`src/urx_pkg.sv`:
```
package urx_pkg;

  // ---------------------------------------------------------------------------
  // Register map (word addresses on the plain register port)
  // ---------------------------------------------------------------------------
  localparam logic [3:0] ADDR_RX_DATA = 4'h0;
  localparam logic [3:0] ADDR_RX_STATUS_CTRL = 4'h1;
  localparam logic [3:0] ADDR_IRQ_STATUS = 4'h2;
  localparam logic [3:0] ADDR_IRQ_MASK = 4'h3;
  localparam logic [3:0] ADDR_BAUD_DIV = 4'h4;

  // ---------------------------------------------------------------------------
  // Status/control bit positions
  // ---------------------------------------------------------------------------
  localparam int BIT_SERIAL_PORT_ON = 7;
  localparam int BIT_NINE_BIT_SEL = 6;
  localparam int BIT_CONT_RX_ON = 4;
  localparam int BIT_FRAMING_ERR = 2;
  localparam int BIT_OVERRUN_ERR = 1;
  localparam int BIT_NINTH_BIT = 0;

  // Interrupt status bits
  localparam int IRQ_RX_AVAIL = 0;
  localparam int IRQ_OVERRUN = 1;
  localparam int IRQ_W = 2;

  // ---------------------------------------------------------------------------
  // Sizes and timing
  // ---------------------------------------------------------------------------
  localparam int FIFO_DEPTH = 2;
  localparam int CHAR_W = 9;
  localparam int DATA_W = 8;
  localparam int OVERSAMPLE = 16;
  localparam int MID_SAMPLE = 8;
  localparam logic [15:0] BAUD_DIV_RST = 16'h0043;

  typedef enum logic [1:0] {
    URX_IDLE = 2'b00,
    URX_START = 2'b01,
    URX_DATA = 2'b11,
    URX_STOP = 2'b10
  } urx_state_t;

endpackage

```
`src/urx_top.sv`:
```
// Operation
// RULE_01: Each FIFO entry keeps its framing error.
// RULE_02: Missing stop bit flags framing error.
// RULE_03: Framing flag read-only, oldest character only.
// RULE_04: Data read pops; flags follow next.
// RULE_05: Framing error never stops reception.
// RULE_06: Port off resets unit, clears framing.
// RULE_07: Receive-enable off keeps framing flag.
// RULE_08: Framing error alone raises no interrupt.
// RULE_09: Software reads framing flag before data.
// RULE_10: FIFO holds exactly two characters.
// RULE_11: Third character into full FIFO overruns.
// RULE_12: Overrun keeps data, blocks new characters.
// RULE_13: Receive-enable or port off clears overrun.
// RULE_14: Nine-bit mode shifts nine data bits.
// RULE_15: Ninth bit shows oldest character's bit.
// RULE_16: Software reads ninth bit before data.
// RULE_17: Data read returns low byte; empty harmless.
// RULE_18: Data-available while FIFO not empty.
//
// Design decisions made here: strobed register access and the register addresses.
`timescale 1ns/1ps
module urx_top (
  input wire logic sys_clk_i, // 125 MHz clock
  input wire logic rst_i, // Synchronous reset, active high
  input wire logic rx_pin_i, // Serial line input
  input wire logic [3:0] addr_i, // Register address
  input wire logic [15:0] wdata_i, // Write data
  input wire logic wr_i, // Write strobe
  input wire logic rd_i, // Read strobe
  output logic [15:0] rdata_o, // Read data, one cycle later
  output logic rx_avail_o, // Receive data available
  output logic irq_o // Level interrupt
);
  logic rx_meta_ff;
  logic rx_sync_ff;
  logic serial_port_on_ff;
  logic nine_bit_rx_select_ff;
  logic continuous_rx_on_ff;
  logic overrun_err_flag_ff;
  logic [15:0] baud_div_ff;
  logic [urx_pkg::IRQ_W-1:0] irq_stat_ff;
  logic [urx_pkg::IRQ_W-1:0] irq_mask_ff;
  logic [urx_pkg::CHAR_W-1:0] fifo_data_ff [urx_pkg::FIFO_DEPTH];
  logic [urx_pkg::FIFO_DEPTH-1:0] fifo_framing_err_flag_ff;
  logic rd_ptr_ff;
  logic wr_ptr_ff;
  logic [1:0] count_ff;
  logic unit_rst;
  logic tick;
  logic done;
  logic [8:0] rx_char;
  logic rx_framing_err_flag;
  logic fifo_full;
  logic fifo_empty;
  logic push;
  logic pop;
  logic overrun_evt;
  logic framing_err_flag;
  logic rx_ninth_bit;
  logic [15:0] status_word;
  logic [15:0] nxt_rdata;

  // ---------------------------------------------------------------------------
  // Line synchroniser
  // ---------------------------------------------------------------------------
  always_ff @(posedge sys_clk_i)
  begin
    if (rst_i)
    begin
      rx_meta_ff <= 1'b1;
      rx_sync_ff <= 1'b1;
    end
    else
    begin
      rx_meta_ff <= rx_pin_i;
      rx_sync_ff <= rx_meta_ff;
    end
  end

  // Port off holds the serial unit in reset except the control and interrupt registers [RULE_06]
  assign unit_rst = rst_i || !serial_port_on_ff;

  urx_tick_gen u_tick (
    .sys_clk_i(sys_clk_i),
    .rst_i(unit_rst),
    .div_i(baud_div_ff),
    .tick_o(tick)
  );

  urx_frame_rx u_frame (
    .sys_clk_i(sys_clk_i),
    .rst_i(unit_rst || !continuous_rx_on_ff),
    .tick_i(tick),
    .rx_i(rx_sync_ff),
    .nine_bit_i(nine_bit_rx_select_ff),
    .done_o(done),
    .char_o(rx_char),
    .framing_err_flag_o(rx_framing_err_flag)
  );

  // ---------------------------------------------------------------------------
  // Two-entry receive FIFO
  // ---------------------------------------------------------------------------
  assign fifo_full = (count_ff == 2'(urx_pkg::FIFO_DEPTH)); // [RULE_10]
  assign fifo_empty = (count_ff == 2'h0);
  assign pop = rd_i && (addr_i == urx_pkg::ADDR_RX_DATA) && !fifo_empty; // [RULE_04] [RULE_17]
  // Framing errors do not gate storage; overrun does [RULE_05] [RULE_12]
  assign push = done && !overrun_err_flag_ff && (!fifo_full || pop);
  assign overrun_evt = done && !overrun_err_flag_ff && fifo_full && !pop; // [RULE_11]

  // Only reset or port off empties the FIFO; receive-enable off keeps entries and their framing flags [RULE_07]

  always_ff @(posedge sys_clk_i)
  begin
    if (unit_rst)
    begin
      rd_ptr_ff <= 1'b0;
      wr_ptr_ff <= 1'b0;
      count_ff <= 2'h0;
      fifo_framing_err_flag_ff <= '0;
      for (int i = 0; i < urx_pkg::FIFO_DEPTH; i++)
      begin
        fifo_data_ff[i] <= 9'h000;
      end
    end
    else
    begin
      if (push)
      begin
        fifo_data_ff[wr_ptr_ff] <= rx_char;
        fifo_framing_err_flag_ff[wr_ptr_ff] <= rx_framing_err_flag; // [RULE_01]
        wr_ptr_ff <= ~wr_ptr_ff;
      end
      if (pop)
      begin
        rd_ptr_ff <= ~rd_ptr_ff;
      end
      count_ff <= count_ff + 2'(push) - 2'(pop);
    end
  end

  // Oldest entry drives the visible flags [RULE_03] [RULE_15]
  assign framing_err_flag = !fifo_empty && fifo_framing_err_flag_ff[rd_ptr_ff];
  assign rx_ninth_bit = !fifo_empty && fifo_data_ff[rd_ptr_ff][urx_pkg::CHAR_W-1];
  assign rx_avail_o = !fifo_empty; // [RULE_18]

  // ---------------------------------------------------------------------------
  // Overrun flag
  // ---------------------------------------------------------------------------
  always_ff @(posedge sys_clk_i)
  begin
    if (unit_rst || !continuous_rx_on_ff)
    begin
      overrun_err_flag_ff <= 1'b0; // [RULE_13]
    end
    else if (overrun_evt)
    begin
      overrun_err_flag_ff <= 1'b1; // [RULE_11]
    end
  end

  // ---------------------------------------------------------------------------
  // Control registers
  // ---------------------------------------------------------------------------
  always_ff @(posedge sys_clk_i)
  begin
    if (rst_i)
    begin
      serial_port_on_ff <= 1'b0;
      nine_bit_rx_select_ff <= 1'b0;
      continuous_rx_on_ff <= 1'b0;
      baud_div_ff <= urx_pkg::BAUD_DIV_RST;
      irq_mask_ff <= '0;
    end
    else if (wr_i)
    begin
      // Framing and ninth-bit fields are read-only [RULE_03]
      if (addr_i == urx_pkg::ADDR_RX_STATUS_CTRL)
      begin
        serial_port_on_ff <= wdata_i[urx_pkg::BIT_SERIAL_PORT_ON];
        nine_bit_rx_select_ff <= wdata_i[urx_pkg::BIT_NINE_BIT_SEL];
        continuous_rx_on_ff <= wdata_i[urx_pkg::BIT_CONT_RX_ON];
      end
      if (addr_i == urx_pkg::ADDR_IRQ_MASK)
      begin
        irq_mask_ff <= wdata_i[urx_pkg::IRQ_W-1:0];
      end
      if (addr_i == urx_pkg::ADDR_BAUD_DIV)
      begin
        baud_div_ff <= wdata_i;
      end
    end
  end

  // ---------------------------------------------------------------------------
  // Interrupt status, write one to clear, set wins
  // ---------------------------------------------------------------------------
  always_ff @(posedge sys_clk_i)
  begin
    if (rst_i)
    begin
      irq_stat_ff <= '0;
    end
    else
    begin
      // No framing-error source here [RULE_08]
      irq_stat_ff <= (irq_stat_ff & ~((wr_i && addr_i == urx_pkg::ADDR_IRQ_STATUS) ?
                      wdata_i[urx_pkg::IRQ_W-1:0] : '0)) | {overrun_evt, push};
    end
  end

  assign irq_o = |(irq_stat_ff & irq_mask_ff);

  // ---------------------------------------------------------------------------
  // Read path
  // ---------------------------------------------------------------------------
  always_comb
  begin
    status_word = 16'h0000;
    status_word[urx_pkg::BIT_SERIAL_PORT_ON] = serial_port_on_ff;
    status_word[urx_pkg::BIT_NINE_BIT_SEL] = nine_bit_rx_select_ff;
    status_word[urx_pkg::BIT_CONT_RX_ON] = continuous_rx_on_ff;
    status_word[urx_pkg::BIT_FRAMING_ERR] = framing_err_flag;
    status_word[urx_pkg::BIT_OVERRUN_ERR] = overrun_err_flag_ff;
    status_word[urx_pkg::BIT_NINTH_BIT] = rx_ninth_bit;
    nxt_rdata = 16'h0000;
    unique case (addr_i)
      urx_pkg::ADDR_RX_DATA: nxt_rdata = fifo_empty ? 16'h0000 :
                                         {8'h00, fifo_data_ff[rd_ptr_ff][urx_pkg::DATA_W-1:0]};
      urx_pkg::ADDR_RX_STATUS_CTRL: nxt_rdata = status_word;
      urx_pkg::ADDR_IRQ_STATUS: nxt_rdata = {14'h0000, irq_stat_ff};
      urx_pkg::ADDR_IRQ_MASK: nxt_rdata = {14'h0000, irq_mask_ff};
      urx_pkg::ADDR_BAUD_DIV: nxt_rdata = baud_div_ff;
      default: nxt_rdata = 16'h0000;
    endcase
  end

  always_ff @(posedge sys_clk_i)
  begin
    if (rst_i)
    begin
      rdata_o <= 16'h0000;
    end
    else
    begin
      rdata_o <= rd_i ? nxt_rdata : 16'h0000;
    end
  end

  // ---------------------------------------------------------------------------
  // Assertions
  // ---------------------------------------------------------------------------
  property p_framing_err_flag_stored;
    @(posedge sys_clk_i) disable iff (rst_i)
    (push && fifo_empty && !pop) |=> (framing_err_flag == $past(rx_framing_err_flag));
  endproperty
  a_framing_err_flag_stored: assert property (p_framing_err_flag_stored) else $error("stored framing error lost"); // [RULE_01]

  property p_port_off_clears;
    @(posedge sys_clk_i) disable iff (rst_i)
    !serial_port_on_ff |=> !framing_err_flag && !overrun_err_flag_ff && !rx_avail_o;
  endproperty
  a_port_off_clears: assert property (p_port_off_clears) else $error("port off did not clear"); // [RULE_06]

  property p_continuous_rx_on_keeps_framing_err_flag;
    @(posedge sys_clk_i) disable iff (rst_i)
    ($fell(continuous_rx_on_ff) && serial_port_on_ff && !$past(pop) && !$past(push)) |-> $stable(framing_err_flag);
  endproperty
  a_continuous_rx_on_keeps_framing_err_flag: assert property (p_continuous_rx_on_keeps_framing_err_flag) else $error("framing flag moved"); // [RULE_07]

  property p_depth;
    @(posedge sys_clk_i) disable iff (rst_i)
    count_ff <= 2'(urx_pkg::FIFO_DEPTH);
  endproperty
  a_depth: assert property (p_depth) else $error("fifo over depth"); // [RULE_10]

  property p_overrun_set;
    @(posedge sys_clk_i) disable iff (unit_rst)
    (done && fifo_full && !pop && continuous_rx_on_ff) |=> overrun_err_flag_ff || !continuous_rx_on_ff;
  endproperty
  a_overrun_set: assert property (p_overrun_set) else $error("overrun not flagged"); // [RULE_11]

  property p_overrun_blocks;
    @(posedge sys_clk_i) disable iff (rst_i)
    overrun_err_flag_ff |=> (count_ff <= $past(count_ff));
  endproperty
  a_overrun_blocks: assert property (p_overrun_blocks) else $error("push during overrun"); // [RULE_12]

  property p_overrun_clear;
    @(posedge sys_clk_i) disable iff (rst_i)
    !continuous_rx_on_ff |=> !overrun_err_flag_ff;
  endproperty
  a_overrun_clear: assert property (p_overrun_clear) else $error("overrun not cleared"); // [RULE_13]

  property p_pop_advances;
    @(posedge sys_clk_i) disable iff (unit_rst)
    (pop && !push) |=> count_ff == $past(count_ff) - 2'h1;
  endproperty
  a_pop_advances: assert property (p_pop_advances) else $error("read did not pop"); // [RULE_04]

  property p_avail;
    @(posedge sys_clk_i) disable iff (rst_i)
    push |=> rx_avail_o;
  endproperty
  a_avail: assert property (p_avail) else $error("avail not raised"); // [RULE_18]

  property p_avail_drop;
    @(posedge sys_clk_i) disable iff (rst_i)
    (pop && !push && count_ff == 2'h1) |=> !rx_avail_o;
  endproperty
  a_avail_drop: assert property (p_avail_drop) else $error("avail not dropped"); // [RULE_18]

  c_overrun: cover property (@(posedge sys_clk_i) disable iff (rst_i) $rose(overrun_err_flag_ff));
  c_framing_err_flag: cover property (@(posedge sys_clk_i) disable iff (rst_i) $rose(framing_err_flag));
  c_full: cover property (@(posedge sys_clk_i) disable iff (rst_i) fifo_full ##1 pop);
  c_ninth: cover property (@(posedge sys_clk_i) disable iff (rst_i) rx_ninth_bit && nine_bit_rx_select_ff);
endmodule // urx_top

```
`src/urx_tick_gen.sv`:
```
`timescale 1ns/1ps
module urx_tick_gen (
  input wire logic sys_clk_i, // System clock
  input wire logic rst_i, // Synchronous reset
  input wire logic [15:0] div_i, // Divider reload value
  output logic tick_o // One-cycle oversample enable
);
  logic [15:0] cnt_ff;

  always_ff @(posedge sys_clk_i)
  begin
    if (rst_i || cnt_ff == 16'h0000)
    begin
      cnt_ff <= div_i;
    end
    else
    begin
      cnt_ff <= cnt_ff - 16'h0001;
    end
  end

  always_ff @(posedge sys_clk_i)
  begin
    if (rst_i)
    begin
      tick_o <= 1'b0;
    end
    else
    begin
      tick_o <= (cnt_ff == 16'h0000);
    end
  end
endmodule // urx_tick_gen

```
`src/urx_frame_rx.sv`:
```
`timescale 1ns/1ps
module urx_frame_rx (
  input wire logic sys_clk_i, // System clock
  input wire logic rst_i, // Synchronous reset
  input wire logic tick_i, // Oversample enable
  input wire logic rx_i, // Synchronised serial input
  input wire logic nine_bit_i, // Nine data bits per character
  output logic done_o, // Character complete pulse
  output logic [8:0] char_o, // Received character
  output logic framing_err_flag_o // Stop bit missing
);
  urx_pkg::urx_state_t state_ff;
  logic [3:0] os_ff;
  logic [3:0] bit_ff;
  logic [8:0] rx_shift_reg_ff;

  // ---------------------------------------------------------------------------
  // Frame sequencer
  // ---------------------------------------------------------------------------
  always_ff @(posedge sys_clk_i)
  begin
    if (rst_i)
    begin
      state_ff <= urx_pkg::URX_IDLE;
      os_ff <= 4'h0;
      bit_ff <= 4'h0;
      rx_shift_reg_ff <= 9'h000;
      done_o <= 1'b0;
      char_o <= 9'h000;
      framing_err_flag_o <= 1'b0;
    end
    else
    begin
      done_o <= 1'b0;
      if (tick_i)
      begin
        os_ff <= os_ff + 4'h1;
        unique case (state_ff)
          urx_pkg::URX_IDLE:
          begin
            os_ff <= 4'h0;
            if (!rx_i)
            begin
              state_ff <= urx_pkg::URX_START;
            end
          end
          urx_pkg::URX_START:
          begin
            if (os_ff == 4'(urx_pkg::MID_SAMPLE - 1))
            begin
              os_ff <= 4'h0;
              bit_ff <= 4'h0;
              state_ff <= rx_i ? urx_pkg::URX_IDLE : urx_pkg::URX_DATA;
            end
          end
          urx_pkg::URX_DATA:
          begin
            if (os_ff == 4'(urx_pkg::OVERSAMPLE - 1))
            begin
              // Nine bits when selected [RULE_14]
              rx_shift_reg_ff <= nine_bit_i ? {rx_i, rx_shift_reg_ff[8:1]} : {1'b0, rx_i, rx_shift_reg_ff[7:1]};
              bit_ff <= bit_ff + 4'h1;
              if (bit_ff == (nine_bit_i ? 4'h8 : 4'h7))
              begin
                state_ff <= urx_pkg::URX_STOP;
              end
            end
          end
          urx_pkg::URX_STOP:
          begin
            if (os_ff == 4'(urx_pkg::OVERSAMPLE - 1))
            begin
              state_ff <= urx_pkg::URX_IDLE;
              done_o <= 1'b1;
              char_o <= rx_shift_reg_ff;
              framing_err_flag_o <= !rx_i; // [RULE_02]
            end
          end
        endcase
      end
    end
  end
endmodule // urx_frame_rx

```
`config.mk`:
```
export PLATFORM = sky130hd
export DESIGN_NAME = urx_top
export DESIGN_NICKNAME = d
export VERILOG_FILES = /design/src/urx_pkg.sv /design/src/urx_top.sv /design/src/urx_tick_gen.sv /design/src/urx_frame_rx.sv
export SDC_FILE = /design/constraint.sdc
export NUM_CORES = 1
export LEC_CHECK = 0
export BUFFER_PORTS_ARGS = -buffer_cell sky130_fd_sc_hd__buf_2
export CAP_MARGIN = 20
export CORE_MARGIN = 10
export CORE_UTILIZATION = 40
export CTS_CLUSTER_SIZE = 24
export DETAILED_ROUTE_END_ITERATION = 7
export SLEW_MARGIN = 10
export SYNTH_ARGS = -nofsm -noshare
export SYNTH_HDL_FRONTEND = slang
export SYNTH_SLANG_ARGS = --single-unit
```
`constraint.sdc`:
```
create_clock -name sys_clk_i -period 3.7 [get_ports sys_clk_i]
set_clock_uncertainty 0.05 [all_clocks]
set_input_delay 0 -clock sys_clk_i [delete_from_list [all_inputs] [get_ports sys_clk_i]]
set_output_delay 0 -clock sys_clk_i [all_outputs]
set_load 0.05 [all_outputs]
```
# Word level (Yosys, flattened, before mapping)
# Memories as Yosys holds them, arrays and structs flattened. A register that Yosys moved wholly into a read port is not among the register bits.
# Cells that the tools add are included.
# Widths: inputs -> output; s select.
# classes
n_reduce_logical,37
muxes,34
add_sub_neg,5
n_lt_le_gt_ge,3
n_eq_ne,16
n_bitwise,9
# ops
cell,n
$pmux 16 s5,1
$mux 9,2
$logic_not 16->1,1
$mux 16,1
$mux 4,4
$pmux 4 s2,2
$sub 16x1->16 const B,1
$mux 2,7
$mux 1,13
$logic_and 1x1->1,10
$reduce_or 9->1,1
$add 4x1->4 const B,2
$eq 4x2->1 const B,2
$eq 4x3->1 const B,2
$mux 8,1
$ne 2x1->1 const B,4
$pmux 2 s4,1
$logic_not 1->1,7
$eq 2x2->1 const B,3
$reduce_and 2->1,3
$reduce_and 3->1,2
$reduce_and 6->1,1
$not 1->1,5
$and 2x2->2,2
20 further kinds,26
# word_totals
inputBits,25
wordCells,128
reg_bits,95
ramBits,18
n_memories,1
output_inout_bits,18
# memory_table
name,words,width,read_ports,rd_clocked_by_memory_dff,write_ports,line_no,source
fifo_data_ff,2,9,1,1,2,urx_top.sv:44,logic [urx_pkg::CHAR_W-1:0] fifo_data_ff [urx_pkg::FIFO_DEPTH];

# Logic depth before layout (Yosys ltp)
# logic_depth
depth_word,10
mapped_depth,11
ltp_nobuf,10

# Hierarchy
# Synthesis repeated with hierarchy kept, for this count alone.
# hier_totals
hier_cells,499
area_unflattened_um2,4954.8
# modules_own_cells
mod,area_each_um2,seq_area_each_um2,cells_each,n_inst
urx_top,2780.2,1521.5,265,1
urx_frame_rx,1308.8,600.6,141,1
urx_tick_gen,865.8,340.3,93,1

# Worst setup path after synthesis
# OpenSTA, ideal clock, no wires.
# synth_path
path_type,flip-flop to flip-flop
startpoint,reg count_ff[1]
endpoint,reg count_ff[1]
arrival_time_ns,1.769
path_buffers,0
stages_incl_launch_ff,9
period_less_slack_ns,1.949
setup_ns,0.130
slack_ns,1.751
cell_sequence,dfxtp_1 > or2_2 > and3_1 > ha_1 > inv_1 > ha_1 > xor2_1 > xnor2_1 > nor2_1
# synth_via
elab_chain_cells,7
# synth_rtl
item,line_no,source
from (decl),urx_top.sv:48,logic [1:0] count_ff;
from (signal assigned),urx_top.sv:139,count_ff <= count_ff + 2'(push) - 2'(pop);
$logic_not 2->1 (*),urx_top.sv:106,assign fifo_empty = (count_ff == 2'h0);
$logic_not 1->1 (*),-,
named net rx_avail_o,urx_top.sv:32,"output logic rx_avail_o,"
$logic_and 1x1->1 (*),urx_top.sv:107,assign pop = rd_i && (addr_i == urx_pkg::ADDR_RX_DATA) && !fifo_empty;
named net pop,urx_top.sv:57,logic pop;
$logic_or 1x1->1,urx_top.sv:109,assign push = done && !overrun_err_flag_ff && (!fifo_full || pop);
$logic_and 1x1->1,urx_top.sv:109,
$add 2x1->2,urx_top.sv:139,
$sub 2x1->2 (*),urx_top.sv:139,
# Mark *: on every way through the listed nets, which the timed path passes. The rest lies on a longest branch.
# A chain may end at the register's enable or synchronous reset.

# Worst setup path after layout
# layout_path
startpoint,reg u_tick.cnt_ff[0]
endpoint,reg u_tick.cnt_ff[15]
# layout_via
elab_chain_cells,3
# layout_rtl
item,line_no,source
from (decl),urx_tick_gen.sv:8,logic [15:0] cnt_ff;
from (signal assigned),urx_tick_gen.sv:14,cnt_ff <= div_i;
from (signal assigned),urx_tick_gen.sv:18,cnt_ff <= cnt_ff - 16'h0001;
branches (longest 2 deep; another with $sub 16x1->16),-,
$mux 16 (*),urx_tick_gen.sv:12,if (rst_i || cnt_ff == 16'h0000)
# Every way passes the cells marked *.

==> reports/results.ini <==
[route]
drtIter0Drc = 142
first_pass_iters = 4
routedWlPerCell_um = 14.5
final_antenna_net_count = 0
drc = 0
drt_wl_total_um = 10500
vias = 3714
avgViaCountPerCell = 5.14

[worst_setup_path]
cpPeakStageDelay_ns = 0.49
end_kind = flip-flop
critPathMaxFanout = 19
timing.critical_path.cells = inv_1 -> ha_1 -> nor3b_1 -> nor3b_4 -> a21oi_2 -> buf_4 -> nor2_1 -> a21oi_1
start_kind = flip-flop
critPathKind = flip-flop to flip-flop
arrival_ns = 2.50
crit_path_top_delay_cell = nor3b_1
required_ns = 3.95

[floorplanning]
initial_core_util_pct = 41.3
die_area_sq_um = 16700
ioPinCount = 43
die_x_um = 129
core.rowCount = 39
die_h_um = 129
core_region_area_sq_um = 11600

[timing]
rsz0062_at_grt = no
worstMarginPinSlew_ns = 1.04
hold_ws_ns = 0.0267
hold_viol = 0
finalMaxSlewViolations = 0
tns_ns = 0
fin_crit_ns = 2.26
setup_violations = 0
slew_headroom_pct = 30.5
min_period_over_period_pct = 61.0
max_freq_mhz = 443

[power]
leakage_uw = 0.00217
powerDensity_nw_per_um2 = 498
ir_drop_mv = 0.309

[finish]
seq_area_sq_um = 2460
multi_input_area_sq_um = 2170
syn2layout_area_growth_pct = 22.1
drive_gt1_share_pct = 16.6
finalNetCount = 597
final_util_pct = 50.4
antenna_cells = 0
postLayoutCellArea_sq_um = 5830
nFillCells = 1088

[synth]
yosysMostFrequentCell = dfxtp_1
ys.flop_type = dfxtp_1
synth_top_area_share_pct = 40.2
ys_ff_latch = 114
yosysWarnings = 0
ys_seq_area_share_pct = 51.5
synth_cell_type_count = 58
syn_area_per_cell_sq_um = 9.39
synth_edf_count = 18
postSynth.asyncResetShare_pct = 0
synthTopCellsByCount = dfxtp_1 (96), nand2_1 (78), nor2_1 (55), a21oi_1 (53), and2_1 (21)
synthCells = 509
syn_nets = 539
synth_area_sq_um = 4780
synthTopCellsByArea = dfxtp_1 (40%), edfxtp_1 (11%), nand2_1 (6.1%)
yosysTopAreaCell = dfxtp_1

[run]
drv_cap = 0

[clock_network]
clock_latency_ns = 0.42
post-cts-setup-buffers = 0
cts_sinks = 114
cts_tree = built
ctsResizeCount = 0
clock_path_buffers = 2
cts_max_level = 4
numCtsBuffers = 17
root_buffer = clkbuf_16
path_clk_slew_ns = 0.05

[placed_design]
place_area_sq_um = 5070
dp_hpwl_um = 7320
io_buffers = 42
gp_congestion = 0.825

[hold_path]
min_path_type = primary input to flip-flop

[grt]
overflow = 0
grt_pass1_vias = 3684
grt_max_degree = 32
grt_pass1_wl_um = 17700
grt_usage_pct = 13.5
antenna_found_initial = 0

[outcome]
status = finished, final reports clean

## cells by family (layout without fill, tap and decap cells)
kind of cell / after synthesis / count (layout) / synth area share (%)
adder cells (fa/ha/maj): 5 / 5 / 1.31
flip-flops: 114 / 114 / 51.5
AND/OR/NAND/NOR: 222 / 222 / 24.0
AO/OA/AOI/OAI: 93 / 93 / 11.5
XOR/XNOR: 15 / 15 / 2.75
multiplexers: 26 / 26 / 5.71
buffers and inverters: 34 / 105 / 3.22
## registers in the layout (all words and copies together), names as in the netlist, 2 cells and up, named ones only
| signal | count |
|---|---|
| count_ff | 2 |
| irq_stat_ff | 2 |
| fifo_data_ff | 18 |
| u_frame.rx_shift_reg_ff | 9 |
| u_frame.bit_ff | 4 |
| u_frame.os_ff | 4 |
| fifo_framing_err_flag_ff | 2 |
| u_tick.cnt_ff | 16 |
| rdata_o | 16 |
| u_frame.char_o | 9 |
| u_frame.state_ff | 2 |
| baud_div_ff | 16 |
| irq_mask_ff | 2 |
## cells in the final DEF, fill, tap and decap left out, types with 2 or more instances in the layout
cell and instances:
dfxtp_1 96, nand2_1 78, nor2_1 55, a21oi_1 53
buf_2 42, and2_1 21, dlygate4sd3_1 20, edfxtp_1 18
clkbuf_16 17, mux2i_1 16, and3_1 12, nand3_1 10
mux2_2 10, xnor2_1 9, inv_1 8, a22oi_1 8
o21ai_0 8, xor2_1 6, nor3_1 6, nand3b_1 5
ha_1 5, clkbuf_1 5, or2_2 4, a21oi_2 4
nor3b_1 4, nor4_1 4, a31oi_1 4, nand2b_1 3
nor2b_1 3, clkbuf_8 3, clkinv_1 3, nor3b_4 2
or4_1 2, o21ai_1 2, a211oi_1 2, nand4b_1 2
bufinv_16 2, clkinv_2 2, buf_4 2
## metal layers
| layer | vias up | share of wire (%) | track usage [%] |
|---|---|---|---|
| met2 | 55 | 51 | 22.6 |
| met3 | 15 | 4.1 | 4.73 |
| met1 | 1762 | 43 | 14.7 |
| met4 | 0 | 1.8 | 7.29 |
| met5 | - | 0 | 0 |
| li1 | 1882 | - | - |
## final timing paths
path                    start           endpoint  slack [ns]  depth (start not counted)
max          u_tick.cnt_ff[0]  u_tick.cnt_ff[15]        1.44                          8
min                 addr_i[2]  serial_port_on_ff        0.03                          4
max reg2reg  u_tick.cnt_ff[0]  u_tick.cnt_ff[15]        1.44                          8
min reg2reg        rx_meta_ff         rx_sync_ff        0.36                          1
## metrics by stage
step                power, uW  cells  worst slack (ns)
floorplan                1330    509              1.75
global placement         1360    671              1.50
detailed placement       1360    671              1.46
CTS                      2940    723              1.43
global route             3010    723              1.25
finish                   2900    723              1.44
## timing repair
action | in CTS | in global routing
hold buffers | 20 | 0
hold endpoints to repair | 25 | 0
endpoints found under the setup margin | 0 | 0
## final cells by class
cell class / instances / share of cell area (%)
flip-flops and latches: 114 / 42.2
multi-input cells: 361 / 37.1
clock buffers: 25 / 8.32
repair buffers: 64 / 7.29
well taps: 143 / 3.07
clock inverters: 7 / 1.39
inverters: 9 / 0.579
## power breakdown
part | total [uW] | internal (uW) | switching [uW]
combinational | 77.9 | 37.6 | 40.2
sequential | 1270 | 1270 | 7.19
clock | 1550 | 1030 | 521
total | 2900 | 2340 | 568
## critical path: cells and delay by family, from the launching register on
kind            cells  cell delay, ns
fa+ha+maj           1            0.18
compound gates      2            0.23
flops               1            0.33
buf+inv             2            0.31
simple gates        3            1.03
Power figures use the tool's default switching activity.
